===== src/shared/bzc_pkg.sv =====
// Package of constants and types for the branch and call execution block
package bzc_pkg;
   localparam int BZC_PC_W = 21;
   localparam int BZC_OP_W = 16;
   // Opcode patterns
   localparam logic [7:0] BZC_BZ_HI = 8'hE0;
   localparam logic [6:0] BZC_CALL_HI = 7'h76;
   localparam logic [3:0] BZC_CALL2_HI = 4'hF;
   // Program counter steps in bytes
   localparam logic [20:0] BZC_PC_STEP = 21'h000002;
   localparam logic [20:0] BZC_RET_STEP = 21'h000004;
   // Reset values
   localparam logic [20:0] BZC_PC_RST = 21'h000000;
   localparam logic [7:0] BZC_REG_RST = 8'h00;
   // Execution phases
   typedef enum logic [1:0] {
      BZC_EXEC,
      BZC_BR_NOP,
      BZC_CALL_W2
   } bzc_state_t;
endpackage : bzc_pkg


===== src/shared/bzc_sh_if.sv =====
// Interface carrying shadow save request between the core and shadow bank
`timescale 1ns/1ps
`default_nettype none
interface bzc_sh_if;
   logic save;
   logic [7:0] w_in;
   logic [7:0] status_in;
   logic [7:0] bsr_in;
   logic [7:0] w_sh;
   logic [7:0] status_sh;
   logic [7:0] bsr_sh;
   modport ctrl (output save, w_in, status_in, bsr_in,
      input w_sh, status_sh, bsr_sh);
   modport bank (input save, w_in, status_in, bsr_in,
      output w_sh, status_sh, bsr_sh);
endinterface : bzc_sh_if
`default_nettype wire


===== src/core/bzc_exec.sv =====
// Execution of branch-on-zero and two-word subroutine call
// Sequencer overview
// The block sits between the fetch/decode stage and the program counter.
// One word is offered per cycle on instr, qualified by instr_valid.
// In the idle state a word is decoded and, for anything other than the
// branch or the first call word, the counter simply steps by one word.
//
// Branch on zero
// The zero flag is sampled with the branch word itself.
// When taken, the new counter is the already-stepped value plus twice
// the signed offset, and the following cycle is an empty slot.
// The word offered during that slot is dropped, since the fetch that
// produced it belonged to the old instruction stream.
// When not taken the branch costs a single cycle.
//
// Two-word call
// The first word carries the low target byte and the save option.
// Both are held until the second word arrives, which may be late:
// busy stays high for as long as the sequencer waits for it.
// The second word must carry the all-ones prefix; if it does not,
// the call is dropped, call_error pulses and the counter steps on.
// A good second word pushes the return address, loads the target
// and, with the save option set, copies the three registers to
// their shadows in that very cycle.
//
// Limitations
// Only the top of the return stack is held here; the stack itself,
// its pointer and overflow handling live outside this block.
// Interrupts and table reads are not seen by this sequencer.
// The status flags are inputs only; nothing here writes them.
`timescale 1ns/1ps
`default_nettype none
module bzc_exec
   import bzc_pkg::*;
(
   input wire logic sys_clk,
   input wire logic rst,
   input wire logic instr_valid,
   input wire logic [15:0] instr,
   input wire logic zero_flag,
   input wire logic [7:0] working_reg,
   input wire logic [7:0] status_reg,
   input wire logic [7:0] bank_select_reg,
   output logic [20:0] pc,
   output logic busy,
   output logic branch_on_zero_op,
   output logic push_strobe,
   output logic [20:0] return_stack_top,
   output logic call_error,
   output logic [7:0] working_shadow,
   output logic [7:0] status_shadow,
   output logic [7:0] bank_select_shadow
);
   bzc_state_t state, next_state;
   logic [20:0] pc_q, next_pc, tos_q, next_tos, inst_addr, next_inst_addr;
   logic [7:0] lo_k, next_lo_k;
   logic save_opt, next_save_opt;
   logic busy_q, next_busy, bz_q, next_bz, push_q, next_push;
   logic err_q, next_err;
   logic [7:0] w_q, st_q, bsr_q;

   bzc_sh_if sh ();

   // Sign-extend the offset and double it into a byte displacement
   function automatic logic [20:0] bzc_disp(input logic [7:0] n);
      bzc_disp = {{12{n[7]}}, n, 1'b0};
   endfunction : bzc_disp

   // Sequential step by one instruction word; used on several paths
   function automatic logic [20:0] bzc_seq(input logic [20:0] p);
      bzc_seq = p + BZC_PC_STEP;
   endfunction : bzc_seq

   // Next state of the sequencer; status flags are never written here
   always_comb begin
      next_state = state;
      next_pc = pc_q;
      next_tos = tos_q;
      next_inst_addr = inst_addr;
      next_lo_k = lo_k;
      next_save_opt = save_opt;
      next_busy = 1'b0;
      next_bz = 1'b0;
      next_push = 1'b0;
      next_err = 1'b0;
      sh.save = 1'b0;
      sh.w_in = working_reg;
      sh.status_in = status_reg;
      sh.bsr_in = bank_select_reg;
      unique case (state)
         BZC_EXEC: begin
            if (instr_valid) begin
               // PC still holds this word's address; the next PC points past it
               next_pc = bzc_seq(pc_q);
               next_inst_addr = pc_q;
               if (instr[15:8] == BZC_BZ_HI) begin
                  next_bz = 1'b1;
                  if (zero_flag) begin
                     next_pc = bzc_seq(pc_q)
                        + bzc_disp(instr[7:0]);
                     next_state = BZC_BR_NOP;
                     next_busy = 1'b1;
                  end
               end else if (instr[15:9] == BZC_CALL_HI) begin
                  next_lo_k = instr[7:0];
                  next_save_opt = instr[8];
                  next_state = BZC_CALL_W2;
                  next_busy = 1'b1;
               end
            end
         end
         BZC_BR_NOP: begin
            // Flushed fetch slot; nothing executes
            next_state = BZC_EXEC;
         end
         BZC_CALL_W2: begin
            if (instr_valid) begin
               next_state = BZC_EXEC;
               if (instr[15:12] == BZC_CALL2_HI) begin
                  next_tos = inst_addr + BZC_RET_STEP;
                  next_push = 1'b1;
                  next_pc = {instr[11:0], lo_k, 1'b0};
                  sh.save = save_opt;
               end else begin
                  // Malformed second word: abort, fall through
                  next_err = 1'b1;
                  next_pc = bzc_seq(pc_q);
               end
            end else begin
               next_busy = 1'b1; // Wait for second word
            end
         end
         default: begin
            // Unused state code: recover to idle rather than lock up
            next_state = BZC_EXEC;
         end
      endcase
   end

   // Register stage
   always_ff @(posedge sys_clk or posedge rst) begin
      if (rst) begin
         state <= BZC_EXEC;
         pc_q <= BZC_PC_RST;
         tos_q <= BZC_PC_RST;
         inst_addr <= BZC_PC_RST;
         lo_k <= BZC_REG_RST;
         save_opt <= 1'b0;
         busy_q <= 1'b0;
         bz_q <= 1'b0;
         push_q <= 1'b0;
         err_q <= 1'b0;
      end else begin
         state <= next_state;
         pc_q <= next_pc;
         tos_q <= next_tos;
         inst_addr <= next_inst_addr;
         lo_k <= next_lo_k;
         save_opt <= next_save_opt;
         busy_q <= next_busy;
         bz_q <= next_bz;
         push_q <= next_push;
         err_q <= next_err;
      end
   end

   bzc_shadow u_shadow (
      .sys_clk(sys_clk),
      .rst(rst),
      .sh(sh)
   );

   // Shadow values are flop outputs in the bank
   always_comb begin
      w_q = sh.w_sh;
      st_q = sh.status_sh;
      bsr_q = sh.bsr_sh;
   end

   assign pc = pc_q;
   assign busy = busy_q;
   assign branch_on_zero_op = bz_q;
   assign push_strobe = push_q;
   assign return_stack_top = tos_q;
   assign call_error = err_q;
   assign working_shadow = w_q;
   assign status_shadow = st_q;
   assign bank_select_shadow = bsr_q;
endmodule : bzc_exec
`default_nettype wire


===== src/core/bzc_shadow.sv =====
// Shadow copies of working, status and bank-select registers
`timescale 1ns/1ps
`default_nettype none
module bzc_shadow
   import bzc_pkg::*;
(
   input wire logic sys_clk,
   input wire logic rst,
   bzc_sh_if.bank sh
);
   logic [7:0] w_q, st_q, bsr_q;
   logic [7:0] next_w, next_st, next_bsr;

   // Copy all three only on a save request
   always_comb begin
      next_w = w_q;
      next_st = st_q;
      next_bsr = bsr_q;
      if (sh.save) begin
         next_w = sh.w_in;
         next_st = sh.status_in;
         next_bsr = sh.bsr_in;
      end
   end

   always_ff @(posedge sys_clk or posedge rst) begin
      if (rst) begin
         w_q <= BZC_REG_RST;
         st_q <= BZC_REG_RST;
         bsr_q <= BZC_REG_RST;
      end else begin
         w_q <= next_w;
         st_q <= next_st;
         bsr_q <= next_bsr;
      end
   end

   assign sh.w_sh = w_q;
   assign sh.status_sh = st_q;
   assign sh.bsr_sh = bsr_q;
endmodule : bzc_shadow
`default_nettype wire


===== config.mk =====
export PLATFORM = sky130hd
export DESIGN_NAME = bzc_exec
export DESIGN_NICKNAME = d
export VERILOG_FILES = /design/src/shared/bzc_pkg.sv /design/src/shared/bzc_sh_if.sv /design/src/core/bzc_exec.sv /design/src/core/bzc_shadow.sv
export SDC_FILE = /design/constraint.sdc
export NUM_CORES = 1
export LEC_CHECK = 0
export CAP_MARGIN = 10
export CORE_UTILIZATION = 55
export CTS_CLUSTER_DIAMETER = 200
export DETAILED_ROUTE_END_ITERATION = 16
export DONT_BUFFER_PORTS = 1
export HOLD_SLACK_MARGIN = 0.06
export PLACE_DENSITY = 0.74
export SLEW_MARGIN = 20
export SYNTH_ARGS = -nofsm -noshare
export SYNTH_HDL_FRONTEND = slang
export SYNTH_SLANG_ARGS = --single-unit

===== constraint.sdc =====
create_clock -name sys_clk -period 4.35 [get_ports sys_clk]
set_input_delay 0.87 -clock sys_clk [delete_from_list [all_inputs] [get_ports sys_clk]]
set_output_delay 0.87 -clock sys_clk [all_outputs]
set_load 0.005 [all_outputs]

Yosys cells after proc, flatten, opt, wreduce, memory -nomap -nowiden
Index checks and enable logic that the tools add are counted.
{"block": "op_classes", "addsub": 3, "mul": 0, "div_mod_pow": 0, "magnitude_cmp": 0, "n_eq_ne": 8, "n_shift": 0, "muxes": 30, "n_bitwise": 1, "reduce_logical": 7}
{"op": "21-bit two-way mux", "n": 5}
{"op": "21-bit one-hot mux with 2 select lines", "n": 1}
{"op": "21-bit by 2-bit adder with 21-bit output, second input constant", "n": 1}
{"op": "21-bit adder", "n": 1}
{"op": "21-bit by 3-bit adder with 21-bit output, second input constant", "n": 1}
{"op": "1-bit two-way mux", "n": 17}
{"op": "2-bit two-way mux", "n": 5}
{"op": "8-bit equality test, second input constant", "n": 1}
{"op": "4-bit AND reduction", "n": 2}
{"op": "7-bit equality test, second input constant", "n": 1}
{"op": "3-bit != test, second input constant", "n": 2}
{"op": "3-bit AND reduction", "n": 2}
{"op": "4-bit equality test, second input constant", "n": 1}
{"op": "2-bit != test, second input constant", "n": 2}
{"op": "2-bit one-hot mux with 2 select lines", "n": 1}
{"op": "2-bit equality test, second input constant", "n": 1}
{"op": "2-bit zero test", "n": 1}
{"op": "1-bit one-hot mux with 2 select lines", "n": 1}
{"op": "2-bit AND reduction", "n": 1}
{"op": "2-bit nonzero test", "n": 1}
{"op": "1-bit inverter", "n": 1}
{"block": "totals", "ff_bits": 102, "latch_bits": 0, "ramBits": 0, "mem_bits_ro": 0, "inputBits": 44, "out_inout_bits": 70, "memories": 0}

Logic depth before layout (Yosys ltp)
Gate-level depths: netlist of the first run.
{"block": "depth", "depth_word": 6, "mapped_depth": 14}

Hierarchy
Synthesis of the first run repeated with hierarchy kept, for this count alone.
{"block": "hier_totals", "cells_unflattened": 645, "area_unflattened_um2": 5934.4}
{"mod": "bzc_exec", "instances": 1, "cells_per_inst": 593, "area_each_um2": 4933.5}
{"mod": "bzc_shadow", "instances": 1, "cells_per_inst": 52, "area_each_um2": 1001.0}

Worst setup path after synthesis of the first run
Ideal clock, no wire load.
{"block": "synth_timing", "path_type": "reg2reg", "start": "reg pc_q[8], in the netlist pc[8]", "end": "reg pc_q[20], in the netlist pc[20]", "setup_time_ns": 0.149, "arrival_ns": 3.012, "path_slack_ns": 1.188, "stages_incl_launch_ff": 12, "n_path_buf": 0, "period_less_slack_ns": 3.162, "path_cell_list": "dfrtp_1 nand4_2 or4_4 or3_1 xnor2_1 ha_1 a221o_1 nor3_1 o21ai_0 a311oi_1 xnor2_1 a41oi_1"}
{"block": "synth_via", "elab_chain_cells": 6}
{"element": "start: declaration", "line": "bzc_exec.sv:55", "source": "logic [20:0] pc_q, next_pc, tos_q, next_tos, inst_addr, next_inst_addr;"}
{"element": "start signal: assignment", "line": "bzc_exec.sv:155", "source": "pc_q <= next_pc;"}
{"element": "21-bit by 2-bit adder with 21-bit output (*)", "line": "bzc_exec.sv:71", "source": "bzc_seq = p + BZC_PC_STEP;"}
{"element": "21-bit adder", "line": "bzc_exec.sv:100", "source": "+ bzc_disp(instr[7:0]);"}
{"element": "21-bit two-way mux", "line": "bzc_exec.sv:98", "source": "if (zero_flag) begin"}
{"element": "21-bit two-way mux", "line": "bzc_exec.sv:96", "source": "if (instr[15:8] == BZC_BZ_HI) begin"}
{"element": "21-bit two-way mux", "line": "bzc_exec.sv:92", "source": "if (instr_valid) begin"}
{"element": "21-bit one-hot mux with 2 select lines (*)", "line": "bzc_exec.sv:90", "source": "unique case (state)"}
Mark *: on every way between the ends. The rest lies on a longest branch, timed or not. The select of a mux whose other input is x is not followed.
A chain may end at the register's enable or synchronous reset.

Worst setup path after layout of the first run
{"block": "layout_timing", "start": "reg pc_q[2], in the netlist pc[2]", "end": "reg pc_q[19], in the netlist pc[19]"}
The elaborated chain is that of the path after synthesis.

==> results of run 1 <==
[sequential cells by signal (all words and copies together), names as in the netlist]
name                   cells
branch_on_zero_op          1
busy                       1
call_error                 1
inst_addr                 20
lo_k                       8
pc                        20
push_strobe                1
return_stack_top          20
save_opt                   1
state                      2
u_shadow.sh.bsr_sh         8
u_shadow.sh.status_sh      8
u_shadow.sh.w_sh           8
[worst max-delay path, cell delays in order, from the launching register on]
cell       delay, ns
dfrtp_1         0.48
nand2_1         0.16
or3_1           0.56
nor3_1          0.29
nor2b_1         0.09
or2_2           0.29
ha_1            0.35
a21o_1          0.19
a21o_1          0.18
a21oi_1         0.19
nor3_1          0.09
a311oi_1        0.35
o21bai_1        0.10
o2bb2ai_1       0.13
[path summary, 6_finish.rpt]
| check | from | end | depth (start not counted) |
|---|---|---|---|
| max in group asynchronous | rst | pc[12] | 2 |
| worst min-delay path | inst_addr[1] | return_stack_top[1] | 2 |
| worst max register to register | pc[2] | pc[19] | 13 |
| worst max-delay path | pc[2] | pc[19] | 13 |
| min in group asynchronous | rst | save_opt | 1 |
| worst min register to register | inst_addr[1] | return_stack_top[1] | 2 |
[Yosys cell counts (5+ instances only)]
| cell | number |
|---|---|
| nand3_1 | 22 |
| and3_1 | 9 |
| nand2_1 | 122 |
| nor2b_1 | 8 |
| mux2_2 | 36 |
| a31oi_1 | 5 |
| nor2_1 | 38 |
| a21oi_1 | 28 |
| clkbuf_1 | 20 |
| nor3_1 | 8 |
| o21bai_1 | 5 |
| o21ai_0 | 51 |
| xor2_1 | 23 |
| dfrtp_1 | 99 |
| a21o_1 | 7 |
| ha_1 | 25 |
| xnor2_1 | 26 |
| inv_1 | 11 |
[cell usage in the layout, fill, tap and decap left out, types with 4 or more instances in the layout]
cell and n:
nand2_1 122, dfrtp_1 99, o21ai_0 51, nor2_1 38, mux2_2 36, a21oi_1 28
xnor2_1 26, ha_1 25, xor2_1 23, nand3_1 22, inv_1 10, and3_1 9
clkbuf_8 9, nor2b_1 8, nor3_1 8, a21o_1 7, buf_4 6, o21bai_1 5
a31oi_1 5, a22oi_1 4, o22ai_1 4, a211oi_1 4
[layer usage]
metal	part of all wire	GRT usage
met3	0.079	0.0558
met2	0.46	0.420
met5	0	0
met4	0.035	0.132
met1	0.42	0.371
[area by class of cell]
type / count / area share
Sequential cell: 99 / 0.407
Clock inverter: 7 / 0.0179
Inverter: 11 / 0.00719
Clock buffer: 9 / 0.0203
Multi-Input combinational cell: 486 / 0.513
Timing Repair Buffer: 6 / 0.00739
Tap cell: 136 / 0.0279
[where the power goes]
part | switching (W) | internal (W)
clock network | 0.000357 | 0.000336
logic | 0.000399 | 0.000283
registers | 0.000127 | 0.00100
total | 0.000883 | 0.00162
[kinds of logic (layout without fill, tap and decap cells)]
kind of cell | Yosys count | in the layout
simple gates | 235 | 235
compound gates | 135 | 135
flops | 99 | 99
xor+xnor | 49 | 49
mux | 39 | 39
buf+inv | 38 | 33
fa+ha+maj | 26 | 26
other cells | 1 | 2
[metrics by stage]
stage          instances  utilization  hold WS [ns]
3_3_place_gp         738        0.573         0.455
6_report             754        0.595         0.503
4_1_cts              754        0.595         0.514
5_1_grt              754        0.595         0.534
3_5_place_dp         738        0.573         0.460
2_1_floorplan        623            -         0.439
==> impl_metrics.py, run 1 <==
metrics = {
    "outcome": {
        "outcome": "completed",
    },
    "synthesis": {
        "synth_fa_ha_area_frac": 0.0577,
        "synth_edf_count": 0,
        "muxShareOfSynthArea": 0.0755,
        "ys_types": 63,
        "synth_area_um2": 5770,
        "ys_seq_elements": 99,
        "yosysTopAreaCellShare": 0.429,
        "syn_inst": 622,
        "yosysWarningCount": 0,
        "avgSynthCellArea_um2": 9.28,
        "ys_seq_area_frac": 0.429,
        "async_flop_share": 1.00,
        "synth_ff_type": "dfrtp_1",
        "synth_xor_area_frac": 0.0744,
        "synth_top_cell_by_area": "dfrtp_1",
        "synth_top_family_by_area": "simple AND/OR/NAND/NOR gates",
        "synth-simple-area-share": 0.188,
        "synth_compound_area_frac": 0.145,
        "ys_top_cells_by_area": "dfrtp_1 43%, nand2_1 7.9%, mux2_2 7.0%",
    },
    "route": {
        "drtIter0Drc": 529,
        "antenna_left": 0,
        "routed_wl_mm": 14.4,
        "vias_per_cell": 6.21,
        "drc_errors": 0,
        "drt_first_pass_iters": 5,
        "wl_per_cell_um": 19.1,
        "dr_total_vias": 4682,
    },
    "timing": {
        "tightest_slew_ns": 0.943,
        "grt_setup_unrepaired": "no",
        "fmaxAchievable_mhz": 280,
        "finalHoldViolCount": 0,
        "report.final.slew_viol_count": 0,
        "layout_setup_ws_ns": 0.774,
        "fin_crit_sh": 0.822,
        "finalCriticalPeriod_ns": 3.58,
        "slew_headroom": 0.370,
        "setup_viol": 0,
        "tns_ns": 0,
        "finalClockSkew_ns": 0.0130,
    },
    "floorplan": {
        "die_area_um2": 10900,
        "die_y_um": 104,
        "core_area_um2": 10200,
        "rows": 37,
        "pin_count": 114,
        "die_w_um": 104,
        "initial_core_util": 0.564,
    },
    "cells_and_area": {
        "seqCellArea_um2": 2480,
        "num_antenna_cells": 0,
        "fillers": 895,
        "final_nets": 683,
        "area_growth_pct": 5.57,
        "stdcell_area_um2": 6090,
        "drive_gt1_frac": 0.112,
        "multi_input_area_um2": 3120,
    },
    "placement": {
        "portBuffers": 0,
        "gp_congestion": 0.943,
        "post-place-ws_ns": 0.827,
        "place_area_um2": 5860,
        "hpwlAfterDp_mm": 10.6,
    },
    "worst_setup_path": {
        "critPathKind": "reg2reg",
        "required_ns": 4.61,
        "cp-start-kind": "flip-flop",
        "path_max_fanout": 6,
        "ff2ff_setup_slack_ns": 0.77,
        "crit_path_end_kind": "flip-flop",
        "arrival_ns": 3.84,
    },
    "worst_hold_path": {
        "hold_class": "reg2reg",
    },
    "clocking": {
        "post-cts-setup-buffers": 0,
        "clk-insertion-delay-late_ns": 0.38,
        "htree_levels": 3,
        "cts_tree": "yes",
        "numCtsBuffers": 9,
        "root_buffer": "clkbuf_8",
        "cts-resized-gates": 0,
        "cts_hold_buf": 0,
        "cts_buffer_depth": 2,
        "cts.sinks": 99,
        "clk_pin_slew_worst_paths_ns": 0.11,
    },
    "job": {
        "drv_cap": 0,
    },
    "global_routing": {
        "antenna_found_initial": 0,
        "grt_start_max_net_pins": 79,
        "grt_pass1_wl_mm": 23.3,
        "grt_pass1_vias": 4442,
        "track_usage": 0.274,
        "grt-ovfl-total": 0,
    },
    "power": {
        "power.total_w": 0.00250,
        "worst_ir_drop_vdd_uv": 262,
        "power_density_nw_per_um2": 411,
        "p_leak_nw": 2.82,
    },
}
No activity file was read; power rests on OpenSTA's default activity.
==> inputs of run 2 (changes only) <==
clock period = 3.4 ns   (was 4.35 ns; I/O delays follow)
==> run 2 against run 1 <==
Compared with the run above:
- clock power is 9.1% higher
- cell area increased by 4.6%
- core utilization is 2.7 points higher
- combinational power is 55% higher
==> impl_metrics.py, run 2 (synthesis results as in run 1) <==
metrics = {
    "outcome": {
        "outcome": "completed",
    },
    "placement": {
        "hpwlAfterDp_mm": 11.2,
        "gp_congestion": 0.962,
        "placed_cells": 767,
        "portBuffers": 0,
        "place_area_um2": 6080,
    },
    "power": {
        "worst_ir_drop_vdd_uv": 316,
        "power_density_nw_per_um2": 503,
        "p_leak_nw": 2.97,
    },
    "cells_and_area": {
        "mostFrequentLayoutCell": "nand2_1",
        "fillers": 882,
        "final_nets": 715,
        "layout_common_cells": "122 x nand2_1, 98 x dfrtp_1, 49 x o21ai_0",
        "drive_gt1_frac": 0.175,
        "area_growth_pct": 10.4,
        "stdcell_area_um2": 6370,
        "fin_cells": 786,
        "utilization": 0.623,
        "num_antenna_cells": 0,
    },
    "global_routing": {
        "grt_pass1_wl_mm": 24.1,
        "antenna_found_initial": 0,
        "grt_pass1_vias": 4611,
        "grt-ovfl-total": 0,
        "grt_start_max_net_pins": 55,
        "track_usage": 0.286,
    },
    "worst_setup_path": {
        "cp-start-kind": "flip-flop",
        "arrival_ns": 3.52,
        "slowest_stage": "dfrtp_1",
        "ff2ff_setup_slack_ns": 0.19,
        "cpPeakStageDelay_ns": 0.42,
        "r2r_end": "pc[19]",
        "path_max_fanout": 6,
        "crit_path_end_kind": "flip-flop",
        "cp-startpoint": "pc[1]",
        "r2r-start": "pc[1]",
        "worstSetupEndpoint": "pc[19]",
        "path_cells": "ha_1 > nand3_4 > nor2_2 > and4_2 > xor2_2 > ha_2 > a221o_1 > a21o_1 > a21oi_2 > a211oi_2 > and3_1 > mux2_2 > o2bb2ai_1",
        "ff2ff_path_depth": 13,
        "required_ns": 3.71,
        "critPathKind": "reg2reg",
    },
    "route": {
        "drt_first_pass_iters": 5,
        "drtIter0Drc": 444,
        "vias_per_cell": 5.98,
        "dr_total_vias": 4701,
        "routed_wl_mm": 14.9,
        "antenna_left": 0,
        "drc_errors": 0,
        "wl_per_cell_um": 19.0,
    },
    "floorplan": {
        "die_area_um2": 10900,
        "initial_core_util": 0.564,
        "die_w_um": 104,
        "die_y_um": 104,
        "pin_count": 114,
        "rows": 37,
        "core_area_um2": 10200,
    },
    "timing": {
        "finalHoldViolCount": 0,
        "slew_headroom": 0.375,
        "hold_ws_ns": 0.267,
        "report.final.slew_viol_count": 0,
        "setup_viol": 0,
        "fmaxAchievable_mhz": 311,
        "finalClockSkew_ns": 0.0150,
        "fin_crit_sh": 0.945,
        "tightest_slew_ns": 0.935,
        "finalCriticalPeriod_ns": 3.21,
    },
    "clocking": {
        "clk_pin_slew_worst_paths_ns": 0.11,
        "clk-insertion-delay-late_ns": 0.39,
        "numCtsBuffers": 9,
        "htree_levels": 3,
        "cts_hold_buf": 0,
        "cts_buffer_depth": 2,
        "root_buffer": "clkbuf_8",
        "cts_tree": "yes",
        "cts.sinks": 99,
    },
    "worst_hold_path": {
        "hold_class": "in2async",
    },
    "job": {
        "drv_cap": 0,
    },
}
run 2: cell types whose count changed in the layout (fill, tap and decap cells not counted), moves of 2 or more:
cell and change:
buf_4 +32, o21ai_1 +2, o21ai_0 -2, or3_1 -2, or3_4 +2, bufinv_16 -2
nand3_4 +2
run 2: layout make-up:
type                            instances  area [um2]  area share
Clock buffer                            9         124      0.0194
Inverter                               11        43.8     0.00687
Tap cell                              136         170      0.0267
Clock inverter                          7        72.6      0.0114
Multi-Input combinational cell        486        3200       0.502
Sequential cell                        99        2480       0.389
Timing Repair Buffer                   38         285      0.0448
run 2: layer usage:
layer	wire length (um)	share of wire	track usage	vias to the layer above
met5	0	0	0	-
met4	299	0.020	0.0898	0
met3	1070	0.072	0.0564	27
met2	6900	0.46	0.443	195
met1	6650	0.45	0.404	2258
li1	-	-	-	2221
run 2: power by group:
group	internal, W	leakage (nW)	switching, W
Combinational	0.000448	1.56	0.000610
Clock	0.000286	0.0962	0.000470
Sequential	0.00128	1.31	0.000113
run 2: worst max-delay path: cells and delay by family (launching register included):
kind | cells | cell delay (ns)
AOI/OAI and AO/OA | 5 | 0.85
adders and majority gates | 2 | 0.62
muxes | 1 | 0.26
and+or+nand+nor | 4 | 0.77
DFF | 1 | 0.42
xor gates and xnor gates | 1 | 0.21
run 2: worst min-delay path by stage:
stage,to,slack (ns),cells after the start
finish,u_shadow.sh.bsr_sh[5],0.27,1
global route,u_shadow.sh.w_sh[1],0.30,1
floorplan,return_stack_top[1],0.44,2
global placement,return_stack_top[1],0.46,2
CTS,u_shadow.sh.w_sh[5],0.27,1
detailed placement,return_stack_top[1],0.47,2
run 2: metrics by stage:
| stage | setup WS [ns] | setup TNS, ns | total power [W] |
|---|---|---|---|
| finish | 0.188 | 0 | 0.00321 |
| floorplan | 0.130 | 0 | 0.00211 |
| CTS | 0.0477 | 0 | 0.00316 |
| global route | -0.0197 | -0.0211 | 0.00339 |
| global placement | 0.109 | 0 | 0.00238 |
| detailed placement | 0.00487 | 0 | 0.00240 |
run 2: timing repair:
action | in CTS | in global routing
buffers inserted | 0 | 3
cloned | 0 | 0
endpoints found under the hold margin | 0 | 0
pin swaps | 0 | 1
resized for setup | 1 | 16
setup endpoints to repair | 2 | 8
==> inputs of run 3 (changes only) <==
CTS_BUF_LIST = sky130_fd_sc_hd__clkbuf_4   (was unset)
clock period = 3.39 ns   (was 3.4 ns; I/O delays follow)
==> run 3 against run 2 <==
Compared with the run above:
- clock power fell by 18%
- clock-buffer cell count did not move
- combinational power barely moved
- largest cell class unchanged
- final cell count rose by 0.25%
- register-to-register slack got worse by 0.03 ns
- wire length rose by 1.7%
- clock skew rose by 0.0060 ns
- first-iteration DRC count fell by 8.1%
- sequential share of layout area rose by 0.35 points
==> impl_metrics.py, run 3 (synthesis results as in run 1) <==
metrics = {
    "outcome": {
        "outcome": "completed",
    },
    "route": {
        "vias_per_cell": 6.01,
        "drtIter0Drc": 408,
        "wl_per_cell_um": 19.2,
        "drc_errors": 0,
        "routed_wl_mm": 15.2,
        "antenna_left": 0,
        "drt_first_pass_iters": 7,
        "dr_total_vias": 4738,
    },
    "clocking": {
        "clk_pin_slew_worst_paths_ns": 0.17,
        "htree_levels": 3,
        "numCtsBuffers": 9,
        "cts_buffer_depth": 2,
        "root_buffer": "clkbuf_4",
        "clk-insertion-delay-late_ns": 0.48,
        "cts_hold_buf": 0,
        "cts.sinks": 99,
        "cts_tree": "yes",
    },
    "global_routing": {
        "grt_start_max_net_pins": 55,
        "grt-ovfl-total": 0,
        "grt_pass1_wl_mm": 24.2,
        "grt_pass1_vias": 4586,
        "antenna_found_initial": 1,
        "track_usage": 0.289,
    },
    "floorplan": {
        "die_y_um": 104,
        "initial_core_util": 0.564,
        "die_area_um2": 10900,
        "die_w_um": 104,
        "rows": 37,
        "core_area_um2": 10200,
        "pin_count": 114,
    },
    "worst_setup_path": {
        "cpPeakStageDelay_ns": 0.59,
        "ff2ff_setup_slack_ns": 0.15,
        "slowest_stage": "or4_4",
        "r2r_end": "pc[16]",
        "arrival_ns": 3.62,
        "crit_family": "simple AND/OR/NAND/NOR gates",
        "r2r-start": "pc[12]",
        "cp-start-kind": "flip-flop",
        "required_ns": 3.77,
        "critPathKind": "reg2reg",
        "path_buf_inv": 1,
        "crit_path_end_kind": "flip-flop",
        "path_cells": "inv_1 > or4_4 > or3_1 > xnor2_2 > ha_1 > a221o_1 > nor3_1 > o21ai_1 > nand2_1 > xnor2_1 > a311o_1",
        "ff2ff_path_depth": 11,
        "path_max_fanout": 4,
    },
    "cells_and_area": {
        "mostFrequentLayoutCell": "nand2_1",
        "area_growth_pct": 9.39,
        "utilization": 0.617,
        "drive_gt1_frac": 0.172,
        "fillers": 867,
        "final_nets": 716,
        "layout_common_cells": "122 x nand2_1, 99 x dfrtp_1, 49 x o21ai_0",
    },
    "timing": {
        "finalCriticalPeriod_ns": 3.24,
        "setup_viol": 0,
        "finalHoldViolCount": 0,
        "grt_setup_unrepaired": "no",
        "tns_ns": 0,
        "fmaxAchievable_mhz": 309,
        "layout_setup_ws_ns": 0.153,
        "hold_ws_ns": 0.167,
        "finalClockSkew_ns": 0.0210,
        "tightest_slew_ns": 0.932,
        "fin_crit_sh": 0.955,
        "report.final.slew_viol_count": 0,
        "slew_headroom": 0.377,
    },
    "placement": {
        "post-place-ws_ns": 0.000640,
        "gp_congestion": 0.960,
        "portBuffers": 0,
        "hpwlAfterDp_mm": 11.4,
    },
    "power": {
        "power_density_nw_per_um2": 489,
        "worst_ir_drop_vdd_uv": 301,
        "p_leak_nw": 2.95,
    },
    "worst_hold_path": {
        "hold_class": "in2async",
    },
    "job": {
        "drv_cap": 0,
    },
}
## run 3: worst max-delay path by stage
stage,end,startpoint,cells after the start,slack (ns)
after floorplan,branch_on_zero_op,rst,1,0.12
after global placement,pc[19],pc[1],13,0.10
after detailed placement,pc[20],pc[1],13,0.0006
after CTS,pc[19],pc[4],14,0.01
after global routing,pc[19],pc[2],13,0.01
final,pc[16],pc[12],11,0.15
## run 3: stage by stage
| step | instances | cell area, um2 | total power, W |
|---|---|---|---|
| 2_1_floorplan | 623 | 5770 | 0.00211 |
| 3_3_place_gp | 767 | 6080 | 0.00239 |
| 3_5_place_dp | 767 | 6080 | 0.00241 |
| 4_1_cts | 785 | 6240 | 0.00304 |
| 5_1_grt | 788 | 6310 | 0.00326 |
| 6_report | 788 | 6310 | 0.00309 |
## run 3: cell type report
type	count	area, um2	share of cell area
diodes	1	2.50	0.000396
clock inverters	7	72.6	0.0115
well taps	136	170	0.0270
multi-input cells	486	3190	0.505
repair buffers	39	293	0.0464
clock buffers	9	67.6	0.0107
inverters	11	43.8	0.00694
flip-flops and latches	99	2480	0.392
## run 3: timing repair
item                       in CTS  in global routing
setup buffers                   2                  2
setup endpoints to repair       2                  5
resized for setup               2                 12
pin swaps                       0                  2
## run 3: layer usage
metal,track usage,part of all wire,vias up,wire (um)
li1,-,-,2234,-
met1,0.404,0.43,2266,6570
met2,0.436,0.46,208,6980
met3,0.0595,0.080,30,1210
met4,0.117,0.027,0,410
met5,0,0,-,0
## run 3: power breakdown
part | leakage [nW] | internal (W) | total, W | switching (W)
clock network | 0.0729 | 0.000171 | 0.000623 | 0.000452
logic | 1.57 | 0.000461 | 0.00108 | 0.000617
registers | 1.31 | 0.00128 | 0.00139 | 0.000102
